[src/hw/csp_regs.svh]
`ifndef CSP_REGS_SVH
`define CSP_REGS_SVH

// register indices; byte address on the bus is four times the index
`define CSP_IDX_CLKCTL 8'h8e
`define CSP_IDX_GPORT1 8'h90
`define CSP_IDX_CTL_A 8'h92
`define CSP_IDX_CTL_B 8'h93
`define CSP_IDX_B0_LO 8'h94
`define CSP_IDX_B0_HI 8'h95
`define CSP_IDX_B1_LO 8'h96
`define CSP_IDX_B1_HI 8'h97
`define CSP_IDX_B2_LO 8'ha0
`define CSP_IDX_B2_HI 8'ha1
`define CSP_IDX_B3_LO 8'ha2
`define CSP_IDX_B3_HI 8'ha3
`define CSP_IDX_CSPORT 8'ha4
`define CSP_IDX_GPORT1_LATCH 8'ha6
`define CSP_IDX_CSPORT_LATCH 8'ha7

// field layout
`define CSP_PIN_FLD_W 4
`define CSP_STRETCH_LSB 0
`define CSP_STRETCH_W 3

// reset values
`define CSP_RST_GPORT1 8'hff
`define CSP_RST_CSPORT 4'hf
`define CSP_RST_CTL 8'h00
`define CSP_RST_BASE 16'h0000
`define CSP_RST_STRETCH 3'h1

// timing, in clocks and machine cycles
`define CSP_MC_CLKS 6'h04
`define CSP_BASE_MC 6'h02
`define CSP_ONCHIP_MC 6'h02

`endif

[src/hw/csp_pkg.sv]
package csp_pkg;

	typedef enum logic [1:0] {
		CSP_FUN_GPIO = 2'b00,
		CSP_FUN_RD = 2'b01,
		CSP_FUN_WR = 2'b10,
		CSP_FUN_RDWR = 2'b11
	} csp_fun_type;

	typedef enum logic [1:0] {
		CSP_CMP_16 = 2'b00,
		CSP_CMP_15 = 2'b01,
		CSP_CMP_14 = 2'b10,
		CSP_CMP_8 = 2'b11
	} csp_cmp_type;

	typedef struct packed {
		csp_fun_type fun;
		csp_cmp_type cmp;
	} csp_pin_cfg_type;

	typedef struct packed {
		logic we;
		logic onchip;
		logic [15:0] addr;
	} csp_xmove_type;

	typedef enum logic [1:0] {
		CSP_ST_IDLE = 2'b00,
		CSP_ST_SETUP = 2'b01,
		CSP_ST_STROBE = 2'b10,
		CSP_ST_HOLD = 2'b11
	} csp_state_type;

endpackage

[src/hw/csp_top.sv]
// Overview of operation
// - function 00: pin is plain port I/O
// - function 01: read chip-select strobe
// - function 10: write chip-select strobe
// - function 11: read/write chip-select strobe
// - compare 00: all sixteen address bits
// - compare 01: bits fifteen to one
// - compare 10: bits fifteen to two
// - compare 11: upper address byte only
// - control register packs two pins, function high
// - base address split low/high byte
// - move lasts stretch plus two cycles
// - normal port read returns pin levels
// - read-modify-write read returns output latch
// - strobe stretched; on-chip moves fixed two cycles
// - second pin base high byte register
`timescale 1ns/1ns
`default_nettype none
`include "csp_regs.svh"

module csp_top (
	input wire logic clk_sys_i,
	input wire logic arst_n_i,
	input wire logic wb_cyc_i,
	input wire logic wb_stb_i,
	input wire logic wb_we_i,
	input wire logic [9:2] wb_adr_i,
	input wire logic [3:0] wb_sel_i,
	input wire logic [31:0] wb_dat_i,
	output logic [31:0] wb_dat_o,
	output logic wb_ack_o,
	input wire logic xmove_req_i,
	input wire csp_pkg::csp_xmove_type xmove_i,
	output logic xmove_busy_o,
	output logic xmove_done_o,
	output logic ext_rd_n_o,
	output logic ext_wr_n_o,
	input wire logic [7:0] gport1_pins_i,
	output logic [7:0] gport1_out_o,
	output logic [7:0] gport1_oe_n_o,
	input wire logic [3:0] csport_pins_i,
	output logic [3:0] csport_out_o,
	output logic [3:0] csport_oe_n_o
);

	function automatic logic addr_match(
		input logic [15:0] addr,
		input logic [15:0] base,
		input csp_pkg::csp_cmp_type cmp
	);
		logic [15:0] mask;
		case (cmp)
			csp_pkg::CSP_CMP_16: mask = 16'hffff;
			csp_pkg::CSP_CMP_15: mask = 16'hfffe;
			csp_pkg::CSP_CMP_14: mask = 16'hfffc;
			default: mask = 16'hff00;
		endcase
		return ((addr ^ base) & mask) == 16'h0000;
	endfunction

	// bus side state
	logic ack_q, ack_d;
	logic [31:0] rdata_q, rdata_d;
	logic [7:0] gport1_latch_q, gport1_latch_d;
	logic [3:0] csport_latch_q, csport_latch_d;
	logic [7:0] ctl_a_q, ctl_a_d;
	logic [7:0] ctl_b_q, ctl_b_d;
	logic [15:0] base_q [4];
	logic [15:0] base_d [4];
	logic [2:0] stretch_q, stretch_d;
	logic wr_en;
	logic [7:0] rd_byte;

	always_comb begin
		ack_d = wb_cyc_i & wb_stb_i & ~ack_q;
		wr_en = ack_d & wb_we_i & wb_sel_i[0];
		gport1_latch_d = gport1_latch_q;
		csport_latch_d = csport_latch_q;
		ctl_a_d = ctl_a_q;
		ctl_b_d = ctl_b_q;
		base_d = base_q;
		stretch_d = stretch_q;
		rd_byte = 8'h00;
		case (wb_adr_i)
			`CSP_IDX_CLKCTL: rd_byte = {5'h00, stretch_q};
			`CSP_IDX_GPORT1: rd_byte = gport1_pins_i;
			`CSP_IDX_CSPORT: rd_byte = {4'h0, csport_pins_i};
			`CSP_IDX_GPORT1_LATCH: rd_byte = gport1_latch_q;
			`CSP_IDX_CSPORT_LATCH: rd_byte = {4'h0, csport_latch_q};
			`CSP_IDX_CTL_A: rd_byte = ctl_a_q;
			`CSP_IDX_CTL_B: rd_byte = ctl_b_q;
			`CSP_IDX_B0_LO: rd_byte = base_q[0][7:0];
			`CSP_IDX_B0_HI: rd_byte = base_q[0][15:8];
			`CSP_IDX_B1_LO: rd_byte = base_q[1][7:0];
			`CSP_IDX_B1_HI: rd_byte = base_q[1][15:8];
			`CSP_IDX_B2_LO: rd_byte = base_q[2][7:0];
			`CSP_IDX_B2_HI: rd_byte = base_q[2][15:8];
			`CSP_IDX_B3_LO: rd_byte = base_q[3][7:0];
			`CSP_IDX_B3_HI: rd_byte = base_q[3][15:8];
			default: rd_byte = 8'h00;
		endcase
		if (wr_en) begin
			case (wb_adr_i)
				`CSP_IDX_CLKCTL: begin
					stretch_d = wb_dat_i[`CSP_STRETCH_LSB +: `CSP_STRETCH_W];
				end
				// writes to port land in the latch, as do the latch views
				`CSP_IDX_GPORT1, `CSP_IDX_GPORT1_LATCH: begin
					gport1_latch_d = wb_dat_i[7:0];
				end
				`CSP_IDX_CSPORT, `CSP_IDX_CSPORT_LATCH: begin
					csport_latch_d = wb_dat_i[3:0];
				end
				`CSP_IDX_CTL_A: begin
					ctl_a_d = wb_dat_i[7:0];
				end
				`CSP_IDX_CTL_B: begin
					ctl_b_d = wb_dat_i[7:0];
				end
				`CSP_IDX_B0_LO: begin
					base_d[0][7:0] = wb_dat_i[7:0];
				end
				`CSP_IDX_B0_HI: begin
					base_d[0][15:8] = wb_dat_i[7:0];
				end
				`CSP_IDX_B1_LO: begin
					base_d[1][7:0] = wb_dat_i[7:0];
				end
				`CSP_IDX_B1_HI: begin
					base_d[1][15:8] = wb_dat_i[7:0];
				end
				`CSP_IDX_B2_LO: begin
					base_d[2][7:0] = wb_dat_i[7:0];
				end
				`CSP_IDX_B2_HI: begin
					base_d[2][15:8] = wb_dat_i[7:0];
				end
				`CSP_IDX_B3_LO: begin
					base_d[3][7:0] = wb_dat_i[7:0];
				end
				`CSP_IDX_B3_HI: begin
					base_d[3][15:8] = wb_dat_i[7:0];
				end
				default: begin
					// unmapped: acked, ignored
				end
			endcase
		end
		rdata_d = (ack_d & ~wb_we_i) ? {24'h000000, rd_byte} : 32'h00000000;
	end

	always_ff @(posedge clk_sys_i or negedge arst_n_i) begin
		if (!arst_n_i) begin
			ack_q <= 1'b0;
			rdata_q <= 32'h00000000;
			gport1_latch_q <= `CSP_RST_GPORT1;
			csport_latch_q <= `CSP_RST_CSPORT;
			ctl_a_q <= `CSP_RST_CTL;
			ctl_b_q <= `CSP_RST_CTL;
			stretch_q <= `CSP_RST_STRETCH;
			for (int i = 0; i < 4; i++) begin
				base_q[i] <= `CSP_RST_BASE;
			end
		end else begin
			ack_q <= ack_d;
			rdata_q <= rdata_d;
			gport1_latch_q <= gport1_latch_d;
			csport_latch_q <= csport_latch_d;
			ctl_a_q <= ctl_a_d;
			ctl_b_q <= ctl_b_d;
			stretch_q <= stretch_d;
			base_q <= base_d;
		end
	end

	assign wb_ack_o = ack_q;
	assign wb_dat_o = rdata_q;
	// quasi-bidirectional: drive only a low, release for a one
	assign gport1_out_o = gport1_latch_q;
	assign gport1_oe_n_o = gport1_latch_q;

	// external data move sequencer
	csp_pkg::csp_state_type state_q, state_d;
	csp_pkg::csp_xmove_type req_q, req_d;
	logic [5:0] cnt_q, cnt_d;
	logic done_q, done_d;
	logic ext_rd_n_q, ext_rd_n_d;
	logic ext_wr_n_q, ext_wr_n_d;
	logic [5:0] strobe_mc;
	logic strobe_win_d;

	always_comb begin
		state_d = state_q;
		req_d = req_q;
		cnt_d = cnt_q;
		done_d = 1'b0;
		// strobe phase holds all but the setup cycle
		strobe_mc = req_q.onchip ? (`CSP_ONCHIP_MC - 6'h01)
			: (6'({3'h0, stretch_q}) + `CSP_BASE_MC - 6'h01);
		case (state_q)
			csp_pkg::CSP_ST_IDLE: begin
				if (xmove_req_i) begin
					req_d = xmove_i;
					state_d = csp_pkg::CSP_ST_SETUP;
					cnt_d = `CSP_MC_CLKS - 6'h01;
				end
			end
			csp_pkg::CSP_ST_SETUP: begin
				if (cnt_q == 6'h00) begin
					state_d = csp_pkg::CSP_ST_STROBE;
					cnt_d = 6'(strobe_mc * `CSP_MC_CLKS) - 6'h02;
				end else begin
					cnt_d = cnt_q - 6'h01;
				end
			end
			csp_pkg::CSP_ST_STROBE: begin
				if (cnt_q == 6'h00) begin
					state_d = csp_pkg::CSP_ST_HOLD;
				end else begin
					cnt_d = cnt_q - 6'h01;
				end
			end
			csp_pkg::CSP_ST_HOLD: begin
				state_d = csp_pkg::CSP_ST_IDLE;
				done_d = 1'b1;
			end
			default: begin
				state_d = csp_pkg::CSP_ST_IDLE;
			end
		endcase
		strobe_win_d = (state_d == csp_pkg::CSP_ST_STROBE) & ~req_d.onchip;
		ext_rd_n_d = ~(strobe_win_d & ~req_d.we);
		ext_wr_n_d = ~(strobe_win_d & req_d.we);
	end

	always_ff @(posedge clk_sys_i or negedge arst_n_i) begin
		if (!arst_n_i) begin
			state_q <= csp_pkg::CSP_ST_IDLE;
			req_q <= '0;
			cnt_q <= 6'h00;
			done_q <= 1'b0;
			ext_rd_n_q <= 1'b1;
			ext_wr_n_q <= 1'b1;
		end else begin
			state_q <= state_d;
			req_q <= req_d;
			cnt_q <= cnt_d;
			done_q <= done_d;
			ext_rd_n_q <= ext_rd_n_d;
			ext_wr_n_q <= ext_wr_n_d;
		end
	end

	assign xmove_busy_o = state_q != csp_pkg::CSP_ST_IDLE;
	assign xmove_done_o = done_q;
	assign ext_rd_n_o = ext_rd_n_q;
	assign ext_wr_n_o = ext_wr_n_q;

	// chip-select pins
	logic [15:0] ctl_all;
	csp_pkg::csp_pin_cfg_type cfg [4];
	logic [3:0] cs_hit;
	logic [3:0] pin_out_q, pin_out_d;
	logic [3:0] pin_oe_n_q, pin_oe_n_d;

	assign ctl_all = {ctl_b_q, ctl_a_q};

	for (genvar i = 0; i < 4; i++) begin : g_pin
		assign cfg[i] = csp_pkg::csp_pin_cfg_type'(
			ctl_all[i*`CSP_PIN_FLD_W +: `CSP_PIN_FLD_W]);
		assign cs_hit[i] = addr_match(req_d.addr, base_q[i], cfg[i].cmp)
			& ((cfg[i].fun == csp_pkg::CSP_FUN_RD & ~req_d.we)
			| (cfg[i].fun == csp_pkg::CSP_FUN_WR & req_d.we)
			| (cfg[i].fun == csp_pkg::CSP_FUN_RDWR));
	end

	always_comb begin
		for (int i = 0; i < 4; i++) begin
			if (cfg[i].fun == csp_pkg::CSP_FUN_GPIO) begin
				pin_out_d[i] = csport_latch_d[i];
				pin_oe_n_d[i] = csport_latch_d[i];
			end else begin
				pin_out_d[i] = ~(cs_hit[i] & strobe_win_d);
				pin_oe_n_d[i] = 1'b0;
			end
		end
	end

	always_ff @(posedge clk_sys_i or negedge arst_n_i) begin
		if (!arst_n_i) begin
			pin_out_q <= `CSP_RST_CSPORT;
			pin_oe_n_q <= `CSP_RST_CSPORT;
		end else begin
			pin_out_q <= pin_out_d;
			pin_oe_n_q <= pin_oe_n_d;
		end
	end

	assign csport_out_o = pin_out_q;
	assign csport_oe_n_o = pin_oe_n_q;

endmodule // csp_top

`default_nettype wire

[config.mk]
export PLATFORM = sky130hd
export DESIGN_NAME = csp_top
export DESIGN_NICKNAME = d
export VERILOG_FILES = /design/src/hw/csp_pkg.sv /design/src/hw/csp_top.sv
export VERILOG_INCLUDE_DIRS = /design/src /design/src/hw
export SDC_FILE = /design/constraint.sdc
export NUM_CORES = 1
export LEC_CHECK = 0
export BUFFER_PORTS_ARGS = -buffer_cell sky130_fd_sc_hd__buf_2
export CORE_MARGIN = 5
export CORE_UTILIZATION = 52
export CTS_CLUSTER_SIZE = 8
export DETAILED_ROUTE_END_ITERATION = 10
export GPL_TIMING_DRIVEN = 0
export PLACE_DENSITY = 0.74
export SETUP_SLACK_MARGIN = 0.15
export SLEW_MARGIN = 20
export SYNTH_ARGS = -nofsm -noshare
export SYNTH_HDL_FRONTEND = slang
export SYNTH_SLANG_ARGS = --single-unit
[constraint.sdc]
create_clock -name clk_sys_i -period 2.5 [get_ports clk_sys_i]
set_input_delay 0.125 -clock clk_sys_i [delete_from_list [all_inputs] [get_ports clk_sys_i]]
set_output_delay 0.125 -clock clk_sys_i [all_outputs]
set_load 0.01 [all_outputs]
## Word-level counts from Yosys, hierarchy flattened

Cells that the tools add are included.
W data, S select, Z words.

- Bitwise operators: 50
- $add $sub $neg: 4
- Reduce and logical (&&, ||, !) cells: 31
- Mux-type cells: 28
- Equal/unequal tests: 41

Operators by type and width:

| cell | number |
|---|---|
| $eq A8 B8 Y1 const B | 15 |
| $pmux W8 S15 | 1 |
| $pmux W8 S3 | 4 |
| $and A16 B16 Y16 | 4 |
| $logic_not A16 Y1 | 4 |
| $xor A16 B16 Y16 | 4 |
| $mux W18 | 2 |
| $eq A2 B2 Y1 const B | 15 |
| $and A1 B1 Y1 | 24 |
| $reduce_and A2 Y1 | 12 |
| $eq A2 B1 Y1 const B | 9 |
| $logic_not A2 Y1 | 9 |
| $mux W6 | 3 |
| $pmux W6 S3 | 1 |
| $mux W4 | 3 |
| $not A1 Y1 | 10 |
| $mux W1 | 9 |
| $mux W8 | 1 |
| $or A1 B1 Y1 | 8 |
| $pmux W2 S4 | 1 |
| $logic_not A6 Y1 | 1 |
| $mux W2 | 3 |
| $sub A6 B1 Y6 const B | 1 |
| $sub A6 B2 Y6 const B | 1 |
| other kinds (7) | 9 |

- Register bits after elaboration: 141
- Input bits: 80
- Word-level logic and storage cells: 179
- Output and inout port bits: 61

## Depth between registers and ports, before layout

- Depth after elaboration: 10
- Depth in mapped cells: 12
- Mapped depth without buffers: 9

## Worst setup path before layout

OpenSTA, ideal clock, no wires.

- Path kind: register -> register
- Start: register state_q[0]
- End: register pin_out_q[2] (netlist: csport_out_o[2])
- Data arrival time: 2.460 ns
- Path slack: -0.042 ns
- Path buffers: 3
- Cell stages (with the launch flop): 12
- Cell sequence: dfrtp_1 > inv_1 > ha_1 > clkbuf_1 > and2_1 > buf_4 > buf_2 > mux2i_1 > nor2_1 > a2111oi_0 > nand4_1 > o31a_1

- Word-level cells in the longest chain between the ends: 10
- Elaborated cells between the ends (all ways): 24
- Classes of those cells: eq/ne: 4; mux: 6; bitwise: 12; reduce/logical: 2

RTL lines:

| item | RTL line | text |
|---|---|---|
| start, declared | csp_top.sv:183 | `csp_pkg::csp_state_type state_q, state_d;` |
| start signal, assigned | csp_top.sv:238 | `state_q <= csp_pkg::CSP_ST_IDLE;` |
| start signal, assigned | csp_top.sv:245 | `state_q <= state_d;` |
| branches (longest 7 deep; another with $mux W18) | -- |  |
| $and A1 B1 Y1 * | csp_top.sv:283 | `pin_out_d[i] = ~(cs_hit[i] & strobe_win_d);` |
| $not A1 Y1 * | csp_top.sv:283 |  |
| $mux W1 * | csp_top.sv:279 | `if (cfg[i].fun == csp_pkg::CSP_FUN_GPIO) begin` |
| named net pin_out_d[2] | csp_top.sv:263 | `logic [3:0] pin_out_q, pin_out_d;` |
| end signal, assigned | csp_top.sv:291 | `` pin_out_q <= `CSP_RST_CSPORT; `` |
| end signal, assigned | csp_top.sv:294 | `pin_out_q <= pin_out_d;` |
| end, declared | csp_top.sv:263 |  |

Mark *: on every way through the listed nets, which the timed path passes.
A chain may end at the register's enable or synchronous reset.

## Worst setup path after layout

- Start: register state_q[1]
- End: register pin_out_q[0] (netlist: csport_out_o[0])

The elaborated chain is that of the path after synthesis.

==> flow_summary.yaml <==
outcome:
  status: "complete, no violations"
timing:
  setup-violations-final: 0
  timing.slew.headroom_pct: 45.0
  fin_skew_ns: 0.00732
  period_needed_ns: 2.37
  rsz0062_at_grt: "yes"
  max_freq_mhz: 422
  period_share_pct: 94.9
  hold_viol: 0
  drv_slew: 0
  worst_pin_slew_ns: 0.820
worst_setup_path:
  path_max_fanout: 5
  worst-setup-path-type: "reg2reg"
  end_kind: "register"
  worstPathArrival_ns: 2.70
  required_ns: 2.83
  reg2reg_slack_ns: 0.13
  reg2reg_depth: 11
  cp-start-kind: "register"
  worstReg2RegStart: "state_q[1]"
  worstReg2RegEnd: "csport_out_o[0]"
min_path:
  hold_end: "base_q[33]"
  hp-start: "wb_dat_i[1]"
  holdPathStages: 2
  hp-class: "in2reg"
yosys:
  yosys.area_share.simple_pct: 10.4
  yosysSeqAreaShare_pct: 42.6
  synth_xor_xnor_area_share_pct: 8.71
  synthCells: 794
  yosysTopAreaCell: "dfrtp_1"
  synth_cell_type_count: 68
  async_reset_ff_share_pct: 100
  synth.area.mux_share_pct: 17.8
  dominantRegCellSynth: "dfrtp_1"
  avgSynthCellArea_um2: 10.5
  synth_top_family_by_area: "multiplexers"
  synth.most_common_cell: "dfrtp_1"
  yosys-top-cells-area: "dfrtp_1, mux2_2, dfstp_2"
  synthTopCellsByCount: "dfrtp_1, mux2_2, nand2_1, xnor2_1, inv_1"
  ys_seq_elements: 141
  synth_compound_area_share_pct: 11.9
  synthesis.area_mm2: 0.00835
  synthAdderAreaFrac_pct: 1.50
  synth_top_area_share_pct: 35.4
  synth_edf_count: 0
  yosys_warnings: 0
cts:
  cts_buffers: 17
  clock_tree.root_cell: "clkbuf_16"
  h-tree-depth: 4
  cts_tree: "done"
  insertion_delay_ns: 0.43
  clockBufferDepth: 2
  clock_sinks: 141
  clkTransAtPathRegs_ns: 0.07
power:
  finalPower_mw: 8.24
  leakage_nw: 4.88
  vdd_drop_max_uv: 585
  p_per_area_mw_per_mm2: 798
global_route:
  grt_max_degree: 88
  grt_use_total_pct: 28.1
  antenna_found_initial: 0
  overflow: 0
  first_global_vias: 6914
  grt_pass1_wl_um: 39100
drt:
  wl_met1_um: 10700
  detailedRoute.firstIterationViolations: 752
  drtAntennaViolNets: 0
  route.met3.wl_um: 2120
  wirelength_um: 25700
  drtPass1Iterations: 7
  vias: 6965
  viasPerCell: 5.91
  top_layer: "met4"
  wl_met2_um: 12100
  drcViolationCount: 0
  wl_per_cell_um: 21.9
layout:
  fillCellCount: 1253
  final_cells: 1178
  antenna_cells: 0
  drive_gt1_share_pct: 32.0
  layout.nets: 1039
  area_growth_pct: 23.7
floorplanning:
  io_pins: 141
  die_x_um: 137
  die_y_um: 137
  initial_core_util_pct: 52.7
  placementRows: 46
  core_mm2: 0.0158
  dieArea_mm2: 0.0187
flow_run:
  maxCapViolCount: 0
placement:
  portBuffers: 81
  place_inst: 1116
  dp_hpwl_um: 18200
  place_congestion: 0.974
-- layout make-up --
class                   count  area [um2]  area share (%)
clock inverters            12         160            1.55
clock buffers              20         467            4.52
inverters                  39         146            1.42
plain buffers              79         474            4.59
flip-flops and latches    141        3560            34.4
repair buffers            113         756            7.32
multi-input cells         558        4500            43.6
well taps                 216         270            2.62
-- through the flow --
| stage | instance area [um2] | TNS [ns] | utilization, % | setup slack, ns | hold slack (ns) |
|---|---|---|---|---|---|
| detailed placement | 9180 | -8.07 | 58.0 | -0.491 | 0.0823 |
| global placement | 9130 | -89.45 | 57.7 | -0.708 | 0.351 |
| floorplan | 8450 | 0 | - | 0.151 | -0.171 |
| CTS | 10200 | 0 | 64.4 | 0.0942 | 0.00545 |
| finish | 10300 | 0 | 65.3 | 0.129 | 0.0140 |
| global route | 10300 | 0 | 65.3 | 0.0534 | 0.0214 |
-- where the power goes --
part	switching, mW	internal (mW)
combinational	1.57	1.30
clock	1.03	1.65
sequential	0.180	2.51
total	2.77	5.46
-- sequential cells by signal (all words and copies together) (netlist names) --
| name | cells |
|---|---|
| csport_out_o | 4 |
| csport_oe_n_o | 4 |
| ctl_b_q | 8 |
| base_q | 64 |
| gport1_oe_n_o | 8 |
| wb_dat_o | 8 |
| req_q | 18 |
| cnt_q | 6 |
| ext_rd_n_o | 1 |
| xmove_done_o | 1 |
| state_q | 2 |
| ext_wr_n_o | 1 |
| csport_latch_q | 4 |
| wb_ack_o | 1 |
| stretch_q | 3 |
| ctl_a_q | 8 |
-- cell families (layout without fill, tap and decap cells) --
logic type      after synthesis  after routing
xor+xnor                     83             83
other cells                   1             24
mux                         128            128
fa+ha+maj                    10             10
buf+inv                     118            263
compound gates              137            137
flops                       141            141
simple gates                176            176
-- per-layer routing --
layer | GRT usage (%) | up-vias
met1 | 37.1 | 3462
met5 | 0 | -
met2 | 44.1 | 344
met4 | 11.1 | 0
li1 | - | 3095
met3 | 7.28 | 64
-- critical path, stage by stage, from the launching register on --
cell and delay, ns:
dfrtp_1 0.39, inv_2 0.09, ha_4 0.13, buf_8 0.10
and2_4 0.17, buf_12 0.14, mux2i_4 0.25, buf_12 0.15
xor2_2 0.15, nand3_2 0.18, a2111oi_4 0.33, a31oi_1 0.16
-- worst max path at each step --
stage,startpoint,slack (ns),to
3_3_place_gp,arst_n_i,-0.71,base_q[50]
4_1_cts,state_q[0],0.09,csport_out_o[1]
6_report,state_q[1],0.13,csport_out_o[0]
5_1_grt,state_q[1],0.05,csport_out_o[0]
2_1_floorplan,state_q[1],0.15,csport_out_o[2]
3_5_place_dp,state_q[1],-0.49,csport_out_o[0]
-- timing repair --
item | in CTS | in global routing
pin swaps | 13 | 8
gates resized for setup | 33 | 19
hold endpoints to repair | 60 | 0
buffers inserted | 16 | 6
hold buffers | 7 | 0
cloned | 1 | 0
endpoints found under the setup margin | 5 | 14
-- cell usage in the layout (no fill, tap or decap), drive strengths merged, types with 20 or more instances in the layout --
cell | netlist | layout
conb | 1 | 24
mux2i | 22 | 22
buf | 43 | 150
xnor2 | 52 | 52
nor2 | 32 | 32
inv | 39 | 40
a21oi | 23 | 23
mux2 | 103 | 103
clkbuf | 36 | 55
o21ai | 20 | 20
xor2 | 31 | 31
dfstp | 23 | 23
dfrtp | 118 | 118
nand2 | 58 | 58
Power figures use the tool's default switching activity.
